--- src/tlf_pkg.sv ---
package tlf_pkg;
  localparam logic [7:0] ADDR_OVERTEMP_TIMER = 8'h79;
  localparam logic [7:0] ADDR_OVERTEMP_SIGNAL_DURATION_LIMIT = 8'h7A;
  localparam logic [7:0] ADDR_TACH_PULSE_COUNT_CONFIG = 8'h7B;
  localparam logic [7:0] ADDR_CONFIG_FOUR_PIN_THRESHOLD = 8'h7D;
  localparam logic [7:0] ADDR_MAKER_TEST_ONE = 8'h7E;
  localparam logic [7:0] ADDR_MAKER_TEST_TWO = 8'h7F;

  localparam logic [7:0] RST_OVERTEMP_SIGNAL_DURATION_LIMIT = 8'h00;
  localparam logic [7:0] RST_TACH_PULSE_COUNT_CONFIG = 8'h55;
  localparam logic [7:0] RST_CONFIG_FOUR_PIN_THRESHOLD = 8'h00;
  localparam logic [7:0] RST_MAKER_TEST = 8'h00;

  localparam int unsigned ALERT_SEL_BIT = 0;
  localparam int unsigned RESERVED_RO_BIT = 1;
  localparam int unsigned THRESH_LSB = 2;
  localparam int unsigned THRESH_MSB = 3;
  localparam logic [7:0] CFG4_WRITE_MASK = 8'h0D;
  localparam int unsigned FAN_COUNT = 4;
  localparam int unsigned FAN_SEL_W = 2;

  localparam int unsigned STEP_TIME_NS = 22_760_000;
  localparam int unsigned CLK_PERIOD_NS = 20;
  localparam int unsigned STEP_CYC = STEP_TIME_NS / CLK_PERIOD_NS;
  localparam int unsigned STEP_CNT_W = 21;
  localparam logic [7:0] TIMER_MAX = 8'hFF;
endpackage : tlf_pkg

--- src/tlf_regs.sv ---
module tlf_regs #(
  parameter int unsigned STEP_CYCLES = tlf_pkg::STEP_CYC
) (
  input wire logic core_clk_i,
  input wire logic rstn_i,
  input wire logic wr_en_i,
  input wire logic rd_en_i,
  input wire logic [7:0] addr_i,
  input wire logic [7:0] wdata_i,
  output logic [7:0] rdata_o,
  input wire logic config_lock_i,
  input wire logic overtemp_signal_i,
  input wire logic fourth_speed_input_is_overtemp_i,
  input wire logic timer_event_mask_i,
  input wire logic fault_flag_clear_i,
  output logic fourth_fan_or_timer_fault_flag_o,
  output logic timer_alert_o,
  output logic [7:0] overtemp_assert_timer_o,
  output logic [7:0] overtemp_signal_duration_limit_field_o,
  output logic [1:0] first_tach_pulse_select_o,
  output logic [1:0] second_tach_pulse_select_o,
  output logic [1:0] third_tach_pulse_select_o,
  output logic [1:0] fourth_tach_pulse_select_o,
  output logic [2:0] pulses_counted_o [tlf_pkg::FAN_COUNT],
  output logic alert_pin_function_select_o,
  output logic [1:0] two_wire_tach_threshold_o
);
  import tlf_pkg::*;

  logic [7:0] limit_q;
  logic [7:0] ppr_q;
  logic [7:0] cfg4_q;
  logic [7:0] rdata_q;
  logic [STEP_CNT_W-1:0] cyc_q;
  logic [7:0] units_q;
  logic asrt_q;
  logic ot_prev_q;
  logic flag_q;
  logic ot_rise;
  logic step_done;
  logic exceed;
  logic timer_rd;
  logic [7:0] timer_view;

  assign ot_rise = overtemp_signal_i && !ot_prev_q;
  assign step_done = overtemp_signal_i && !ot_rise &&
                     (cyc_q == STEP_CNT_W'(STEP_CYCLES - 1));
  assign exceed = overtemp_signal_i && !ot_rise && (units_q > limit_q);
  assign timer_rd = rd_en_i && (addr_i == ADDR_OVERTEMP_TIMER);
  assign timer_view = {units_q[7:1], units_q[0] | asrt_q};

  // Limit register
  always_ff @(posedge core_clk_i or negedge rstn_i) begin
    if (!rstn_i) begin
      limit_q <= RST_OVERTEMP_SIGNAL_DURATION_LIMIT;
    end else if (wr_en_i && addr_i == ADDR_OVERTEMP_SIGNAL_DURATION_LIMIT) begin
      limit_q <= wdata_i;
    end
  end

  // Pulse-count register
  always_ff @(posedge core_clk_i or negedge rstn_i) begin
    if (!rstn_i) begin
      ppr_q <= RST_TACH_PULSE_COUNT_CONFIG;
    end else if (wr_en_i && addr_i == ADDR_TACH_PULSE_COUNT_CONFIG) begin
      ppr_q <= wdata_i;
    end
  end

  // Lockable fourth configuration register
  always_ff @(posedge core_clk_i or negedge rstn_i) begin
    if (!rstn_i) begin
      cfg4_q <= RST_CONFIG_FOUR_PIN_THRESHOLD;
    end else if (wr_en_i && addr_i == ADDR_CONFIG_FOUR_PIN_THRESHOLD && !config_lock_i) begin
      cfg4_q <= wdata_i & CFG4_WRITE_MASK;
    end
  end

  // Step counter within one 22.76 ms unit
  always_ff @(posedge core_clk_i or negedge rstn_i) begin
    if (!rstn_i) begin
      cyc_q <= '0;
    end else if (!overtemp_signal_i || ot_rise || step_done) begin
      cyc_q <= '0;
    end else begin
      cyc_q <= cyc_q + STEP_CNT_W'(1);
    end
  end

  // Assertion time in units, restarted on each new assertion
  always_ff @(posedge core_clk_i or negedge rstn_i) begin
    if (!rstn_i) begin
      units_q <= '0;
    end else if (ot_rise) begin
      units_q <= '0;
    end else if (step_done && units_q != TIMER_MAX) begin
      units_q <= units_q + 8'h01;
    end
  end

  // Assertion seen flag, cleared by reading the timer, set wins
  always_ff @(posedge core_clk_i or negedge rstn_i) begin
    if (!rstn_i) begin
      asrt_q <= 1'b0;
    end else if (ot_rise) begin
      asrt_q <= 1'b1;
    end else if (timer_rd) begin
      asrt_q <= 1'b0;
    end
  end

  always_ff @(posedge core_clk_i or negedge rstn_i) begin
    if (!rstn_i) begin
      ot_prev_q <= 1'b0;
    end else begin
      ot_prev_q <= overtemp_signal_i;
    end
  end

  // Sticky fault flag, set wins over clear
  always_ff @(posedge core_clk_i or negedge rstn_i) begin
    if (!rstn_i) begin
      flag_q <= 1'b0;
    end else if ((ot_rise && limit_q == 8'h00) || exceed) begin
      flag_q <= 1'b1;
    end else if (fault_flag_clear_i) begin
      flag_q <= 1'b0;
    end
  end

  // Read data
  always_ff @(posedge core_clk_i or negedge rstn_i) begin
    if (!rstn_i) begin
      rdata_q <= 8'h00;
    end else if (rd_en_i) begin
      case (addr_i)
        ADDR_OVERTEMP_TIMER: rdata_q <= timer_view;
        ADDR_OVERTEMP_SIGNAL_DURATION_LIMIT: rdata_q <= limit_q;
        ADDR_TACH_PULSE_COUNT_CONFIG: rdata_q <= ppr_q;
        ADDR_CONFIG_FOUR_PIN_THRESHOLD: rdata_q <= cfg4_q;
        ADDR_MAKER_TEST_ONE: rdata_q <= RST_MAKER_TEST;
        ADDR_MAKER_TEST_TWO: rdata_q <= RST_MAKER_TEST;
        default: rdata_q <= 8'h00;
      endcase
    end
  end

  assign rdata_o = rdata_q;
  assign fourth_fan_or_timer_fault_flag_o = flag_q;
  assign timer_alert_o = flag_q && fourth_speed_input_is_overtemp_i &&
                         !timer_event_mask_i;
  assign overtemp_assert_timer_o = timer_view;
  assign overtemp_signal_duration_limit_field_o = limit_q;
  assign first_tach_pulse_select_o = ppr_q[1:0];
  assign second_tach_pulse_select_o = ppr_q[3:2];
  assign third_tach_pulse_select_o = ppr_q[5:4];
  assign fourth_tach_pulse_select_o = ppr_q[7:6];
  assign alert_pin_function_select_o = cfg4_q[ALERT_SEL_BIT];
  assign two_wire_tach_threshold_o = cfg4_q[THRESH_MSB:THRESH_LSB];

  // Pulses counted per fan: code plus one
  for (genvar f = 0; f < FAN_COUNT; f++) begin : g_fan
    assign pulses_counted_o[f] = {1'b0, ppr_q[FAN_SEL_W*f +: FAN_SEL_W]} + 3'd1;
  end
endmodule : tlf_regs

--- config.mk ---
export PLATFORM = sky130hd
export DESIGN_NAME = tlf_regs
export DESIGN_NICKNAME = d
export VERILOG_FILES = /design/src/tlf_pkg.sv /design/src/tlf_regs.sv
export SDC_FILE = /design/constraint.sdc
export NUM_CORES = 1
export LEC_CHECK = 0
export BUFFER_PORTS_ARGS = -buffer_cell sky130_fd_sc_hd__clkbuf_2
export CAP_MARGIN = 20
export CORE_UTILIZATION = 40
export CTS_CLUSTER_DIAMETER = 80
export DETAILED_ROUTE_END_ITERATION = 8
export PLACE_DENSITY = 0.68
export REMOVE_ABC_BUFFERS = 1
export SKIP_CTS_REPAIR_TIMING = 1
export SLEW_MARGIN = 40
export SYNTH_ARGS = -nofsm -noshare
export SYNTH_HDL_FRONTEND = slang
export SYNTH_SLANG_ARGS = --single-unit
--- constraint.sdc ---
create_clock -name core_clk_i -period 5 [get_ports core_clk_i]
set_input_delay 0.5 -clock core_clk_i [delete_from_list [all_inputs] [get_ports core_clk_i]]
set_output_delay 0.5 -clock core_clk_i [all_outputs]
set_load 0.005 [all_outputs]
---- Word-level counts from Yosys, hierarchy flattened ----
Index checks and enable logic that the tools add are counted.
storage, ports and cells
  input bits .............................. 25
  register bits ........................... 59
  logic and storage cells ................. 56
  output and inout bits ................... 49
operators by class
  order comparisons ....................... 1
  $add $sub $neg .......................... 6
  equality and inequality tests ........... 6
  muxes and demuxes ....................... 8
  bitwise operators ....................... 1
  reduce and logical (&&, ||, !) cells .... 25
operators with widths
  cell                                                  count
  equality test 8 x 7 -> 1 bit (second input constant)  4
  one-hot mux 8 bit (4 select lines)                    1
  adder 21 x 1 -> 21 bit (second input constant)        1
  equality test 21 bit (second input constant)          1
  2-to-1 mux 21 bit                                     1
  2-to-1 mux 8 bit                                      2
  logical AND 1 bit                                     13
  adder 2 x 1 -> 3 bit (second input constant)          4
  adder 8 x 1 -> 8 bit (second input constant)          1
  greater-than comparator 8 bit                         1
  zero test 8 bit                                       1
  inequality test 8 bit (second input constant)         1
  nonzero test 2 bit                                    3
  zero test 1 bit                                       5
  2-to-1 mux 1 bit                                      4
  logical OR 1 bit                                      3
  bitwise OR 1 bit                                      1

---- Depth between registers and ports, before layout ----
  depth in word-level cells ............... 8
  depth in mapped cells ................... 7
  depth with buffers taken out ............ 7

---- Worst setup path before layout ----
OpenSTA, ideal clock, no wires.
  path kind ............................... input to register
  start point ............................. input port addr_i[2]
  end point ............................... register limit_q[0], in the netlist overtemp_signal_duration_limit_field_o[0]
  setup time .............................. 125 ps
  arrival ................................. 1,678 ps
  path buffers ............................ 1
  path slack .............................. 3,197 ps
  stages .................................. 6
  required time ........................... 4,875 ps
  cell sequence ........................... clkbuf_1 nor2b_1 nand2_1 nor3_2 nand2_1 mux2_2
between the ends
  cells in the longest elaborated chain, start to end .. 2
RTL lines
  what                          line            RTL
  start: declaration            tlf_regs.sv:8   input wire logic [7:0] addr_i,
  equality test 8 x 7 -> 1 bit  tlf_regs.sv:56  end else if (wr_en_i && addr_i == ADDR_OVERTEMP_SIGNAL_DURATION_LIMIT) begin
  logical AND 1 bit             tlf_regs.sv:56
  end signal: assignment        tlf_regs.sv:57  limit_q <= wdata_i;
  end: declaration              tlf_regs.sv:30  logic [7:0] limit_q;
Every way passes these cells.
A chain may end at the register's enable or synchronous reset.

---- Final worst setup path ----
  start point ............................. register cyc_q[0]
  end point ............................... register units_q[6]
between the ends
  cells in the longest elaborated chain, start to end .. 4
RTL lines
  what                                 line            RTL
  start: declaration                   tlf_regs.sv:34  logic [STEP_CNT_W-1:0] cyc_q;
  start signal: assignment             tlf_regs.sv:86  cyc_q <= cyc_q + STEP_CNT_W'(1);
  equality test 21 bit                 tlf_regs.sv:47  (cyc_q == STEP_CNT_W'(STEP_CYCLES - 1));
  logical AND 1 bit                    tlf_regs.sv:46  assign step_done = overtemp_signal_i && !ot_rise &&
  logical AND 1 bit                    tlf_regs.sv:96  end else if (step_done && units_q != TIMER_MAX) begin
  nonzero test 2 bit (no source line)  n/a
  end signal: assignment               tlf_regs.sv:97  units_q <= units_q + 8'h01;
  end: declaration                     tlf_regs.sv:35  logic [7:0] units_q;
Every way passes these cells.

==> impl_results.md <==
* Run status: finished, final reports clean
* Switch share at 23.7%
* Combinational family with the most area after synthesis: simple AND/OR/NAND/NOR gates
* Die outline area at 0.00833 mm2
* Critical path, cell by cell: ha_1 -> and3_1 -> nand4_1 -> nor4_4 -> a31oi_1 -> a41o_1
* Max Clock Skew at 0.0131 ns
* Maximum clock frequency at 458 MHz
* Post-Synth Simple-Gate Area at 19.1%
* Top_reg_cell synth: sky130_fd_sc_hd__dfrtp_1
* Register area share after synthesis at 46.5%
* Synthesized cell area at 0.00319 mm2
* Gp weighted congestion at 0.827
* Avg WL per Cell at 14.4 um
* Start of the worst register-to-register path: cyc_q[0]$_DFF_PN0_
* Reg2Reg Depth at 6
* Critical path origin: cyc_q[0]$_DFF_PN0_
* Number of global-route vias before repair at 2,339
* Startpoint-to-endpoint class of the critical path: reg -> reg
* Portion of total power attributed to combinational logic at 7.9%
* Post-synthesis instance total at 311
* Area growth, synth to finish at 19.6%
* Final layout net count at 420
* Count leader, synth: sky130_fd_sc_hd__dfrtp_1
* DP HPWL at 5.13 mm
* Maximum VDD drop at 0.134 mV
* Total CTS buffers at 9
* Worst EP required at 5.22 ns
* Remaining antenna violation count after routing at 0
* Xor/xnor share of the synthesized area at 5.49%
* # diodes at 0
* IO Count at 74
* Top post-synthesis cells by count: 55 x sky130_fd_sc_hd__dfrtp_1, 32 x sky130_fd_sc_hd__nor2_1, 25 x sky130_fd_sc_hd__nand2_1, 24 x sky130_fd_sc_hd__inv_1, 19 x sky130_fd_sc_hd__mux2_2
* Initial core utilization at 41.3%
* Number of filler cells placed in the layout at 716
* CTS H-Tree Depth at 3
* Net switching power figure at 239 uW
* Number of buffers and inverters on the critical path at 0
* Number of buffer cells added on primary ports at 73
* Number of flops mapped to enable cells by yosys at 0
* Power per standard cell area at 265 mW/mm2
* Area used by sequential logic in the layout at 0.00148 mm2
* Endpoint arrival time on the critical path at 2.40 ns
* Tmin final at 2.18 ns
* Bufs on Longest Clock Path at 2
* Capturing element type of the critical path: register
* Setup TNS at 0 ns
* CTS tree: built
* Area taken by multi-input logic gates at 0.00153 mm2
* Die extent in x at 91.3 um
* Insertion delay of the later-clocked pin in the worst-skew pair at 0.33 ns
* RSZ-0062 raised after global routing: false
* Number of max-cap violations at 0
* Biggest area contributors in the synthesized netlist: sky130_fd_sc_hd__dfrtp_1 43%, sky130_fd_sc_hd__mux2_2 6.7%, sky130_fd_sc_hd__ha_1 5.5%, sky130_fd_sc_hd__xor2_1 3.8%, sky130_fd_sc_hd__nor2_1 3.8%
* Critical Path Source Type: register
* Number of remaining DRC errors at 0
* Transition time of the tightest slew-check pin at 0.655 ns
* Unique masters post-synth at 43
* Clock tree root buffer cell: sky130_fd_sc_hd__clkbuf_8
* Area share of the largest cell type after synthesis at 43.2%
* Relative slew slack at 56.0%
* Final count of hold timing violations at 0
* Leakage power of the design at 0.00182 uW
* Clock network power share at 42.5%
* Sink Count at 59
* Via density per instance at 5.14
* Flop-to-flop setup slack at 2.82 ns
* Highest net fanout along the worst path at 12
* Layout cell share with drive strength beyond 1 at 32.1%
* Final-report setup violation count at 0
* CP max stage delay at 0.66 ns
* Reg-to-Reg End: units_q[6]$_DFFE_PN0P_
* Library cell contributing the largest single delay on the critical path: sky130_fd_sc_hd__nor4_4
* Internal cell power at 771 uW
* Area share of fa/ha/maj cells after synthesis at 5.49%
* Power Total at 1010 uW
* Final cycle utilization of the critical path at 43.6%
* Kind of cell with the highest combined delay on the critical path: simple AND/OR/NAND/NOR gates
* Sequential cell fraction of total power at 49.6%
* Via count at 2,510
* Initial DRC Count at 134
* Global-route total usage across every layer at 17.8%
* Seq cells post-synth at 59
* Core area at 0.00773 mm2
* Post-Route WL at 7.02 mm
* Number of antenna violations at the first check in global routing at 0
* Post-synth top area cell: sky130_fd_sc_hd__dfrtp_1
* Y dimension of the die at 91.3 um
* Cell row count at 32
* Number of warning messages in the yosys log at 0
* Maximum number of pins on one net before global-route repair at 60
* Fin. max-slew vios at 0
* First-pass GRT wire length at 11.6 mm
* Number of optimization iterations in the first detailed-route pass at 4
* Synth Area in Compound Gates at 8.99%
* Fraction of registers with async set/reset at 100%
* Syn Area/Cell at 10.3 um2
* Hold/Removal Path Class: in -> async
* Portion of netlist area occupied by mux cells at 8.59%
* Global route overflow at 0
* Clock transition at the registers of the reported paths at 0.07 ns
## power by group through the flow
stage          clock network [uW]  logic [uW]  registers, uW
6_report                      429        79.7            501
4_1_cts                       438        80.9            501
3_3_place_gp                    0        78.8            509
3_5_place_dp                    0        80.3            510
2_1_floorplan                   0        33.4            506
5_1_grt                       462        89.4            502
## worst max-delay path by stage
| stage | cells past startpoint | slack, ns | end |
|---|---|---|---|
| floorplan | 5 | 2.51 | cyc_q[10]$_DFF_PN0_ |
| global placement | 6 | 2.87 | units_q[5]$_DFFE_PN0P_ |
| detailed placement | 6 | 2.83 | units_q[6]$_DFFE_PN0P_ |
| CTS | 6 | 2.83 | units_q[6]$_DFFE_PN0P_ |
| global route | 6 | 2.67 | units_q[7]$_DFFE_PN0P_ |
| finish | 6 | 2.82 | units_q[6]$_DFFE_PN0P_ |
## cells by family (layout without fill, tap and decap cells)
kind of cell / after synthesis / after routing
AOI/OAI and AO/OA: 43 / 43
xor gates and xnor gates: 20 / 20
muxes: 25 / 25
and+or+nand+nor: 110 / 110
DFF: 59 / 59
adders and majority gates: 14 / 14
buffers and inverters: 40 / 115
## worst reg2reg max path, cell delays in order, from the launching register on
cell	delay, ns
sky130_fd_sc_hd__dfrtp_1	0.39
sky130_fd_sc_hd__ha_1	0.21
sky130_fd_sc_hd__and3_1	0.20
sky130_fd_sc_hd__nand4_1	0.21
sky130_fd_sc_hd__nor4_4	0.66
sky130_fd_sc_hd__a31oi_1	0.17
sky130_fd_sc_hd__a41o_1	0.23
## flip-flops by register name, indices dropped and copies added (netlist names)
name,count
rdata_o,8
ot_prev_q,1
cyc_q,21
fourth_fan_or_timer_fault_flag_o,1
units_q,8
cfg4_q,3
asrt_q,1
overtemp_signal_duration_limit_field_o,8
ppr_q,8
## metal layers
layer / track usage, % / up-vias / part of all wire, % / wire [um]
met5: 0 / - / 0 / 0
met1: 24.7 / 1212 / 48 / 3380
met2: 26.8 / 52 / 46 / 3260
met3: 3.35 / 11 / 3.6 / 255
met4: 8.33 / 0 / 1.9 / 133
li1: - / 1235 / - / -
## cells in the final DEF (no fill, tap or decap), types with 6 or more instances in the layout
master,n
sky130_fd_sc_hd__clkbuf_2,73
sky130_fd_sc_hd__dfrtp_1,55
sky130_fd_sc_hd__nor2_1,32
sky130_fd_sc_hd__nand2_1,25
sky130_fd_sc_hd__inv_1,24
sky130_fd_sc_hd__mux2_2,19
sky130_fd_sc_hd__xor2_1,14
sky130_fd_sc_hd__ha_1,14
sky130_fd_sc_hd__clkbuf_8,14
sky130_fd_sc_hd__nand4_1,10
sky130_fd_sc_hd__o21ai_0,10
sky130_fd_sc_hd__o22ai_1,10
sky130_fd_sc_hd__a22oi_1,8
sky130_fd_sc_hd__nand2b_1,7
sky130_fd_sc_hd__nand3_1,7
sky130_fd_sc_hd__and4_1,6
sky130_fd_sc_hd__xnor2_1,6
sky130_fd_sc_hd__mux2i_1,6
## layout make-up
class	instances	share of cell area [%]
Clock buffer	15	5.15
Sequential cell	59	38.9
Inverter	24	2.36
Timing Repair Buffer	75	10.1
Tap cell	102	3.35
Clock inverter	1	0.131
Multi-Input combinational cell	212	40.1
## stage by stage
step	hold slack (ns)	setup WS, ns	instances	util (%)	instance area, um2
finish	0.235	2.82	488	49.3	3810
global route	0.283	2.67	488	49.3	3810
CTS	0.349	2.83	488	49.3	3810
detailed placement	0.475	2.83	472	46.7	3610
global placement	0.455	2.87	472	46.7	3610
floorplan	0.204	2.51	295	-	3090
No activity file was read; power rests on OpenSTA's default activity.
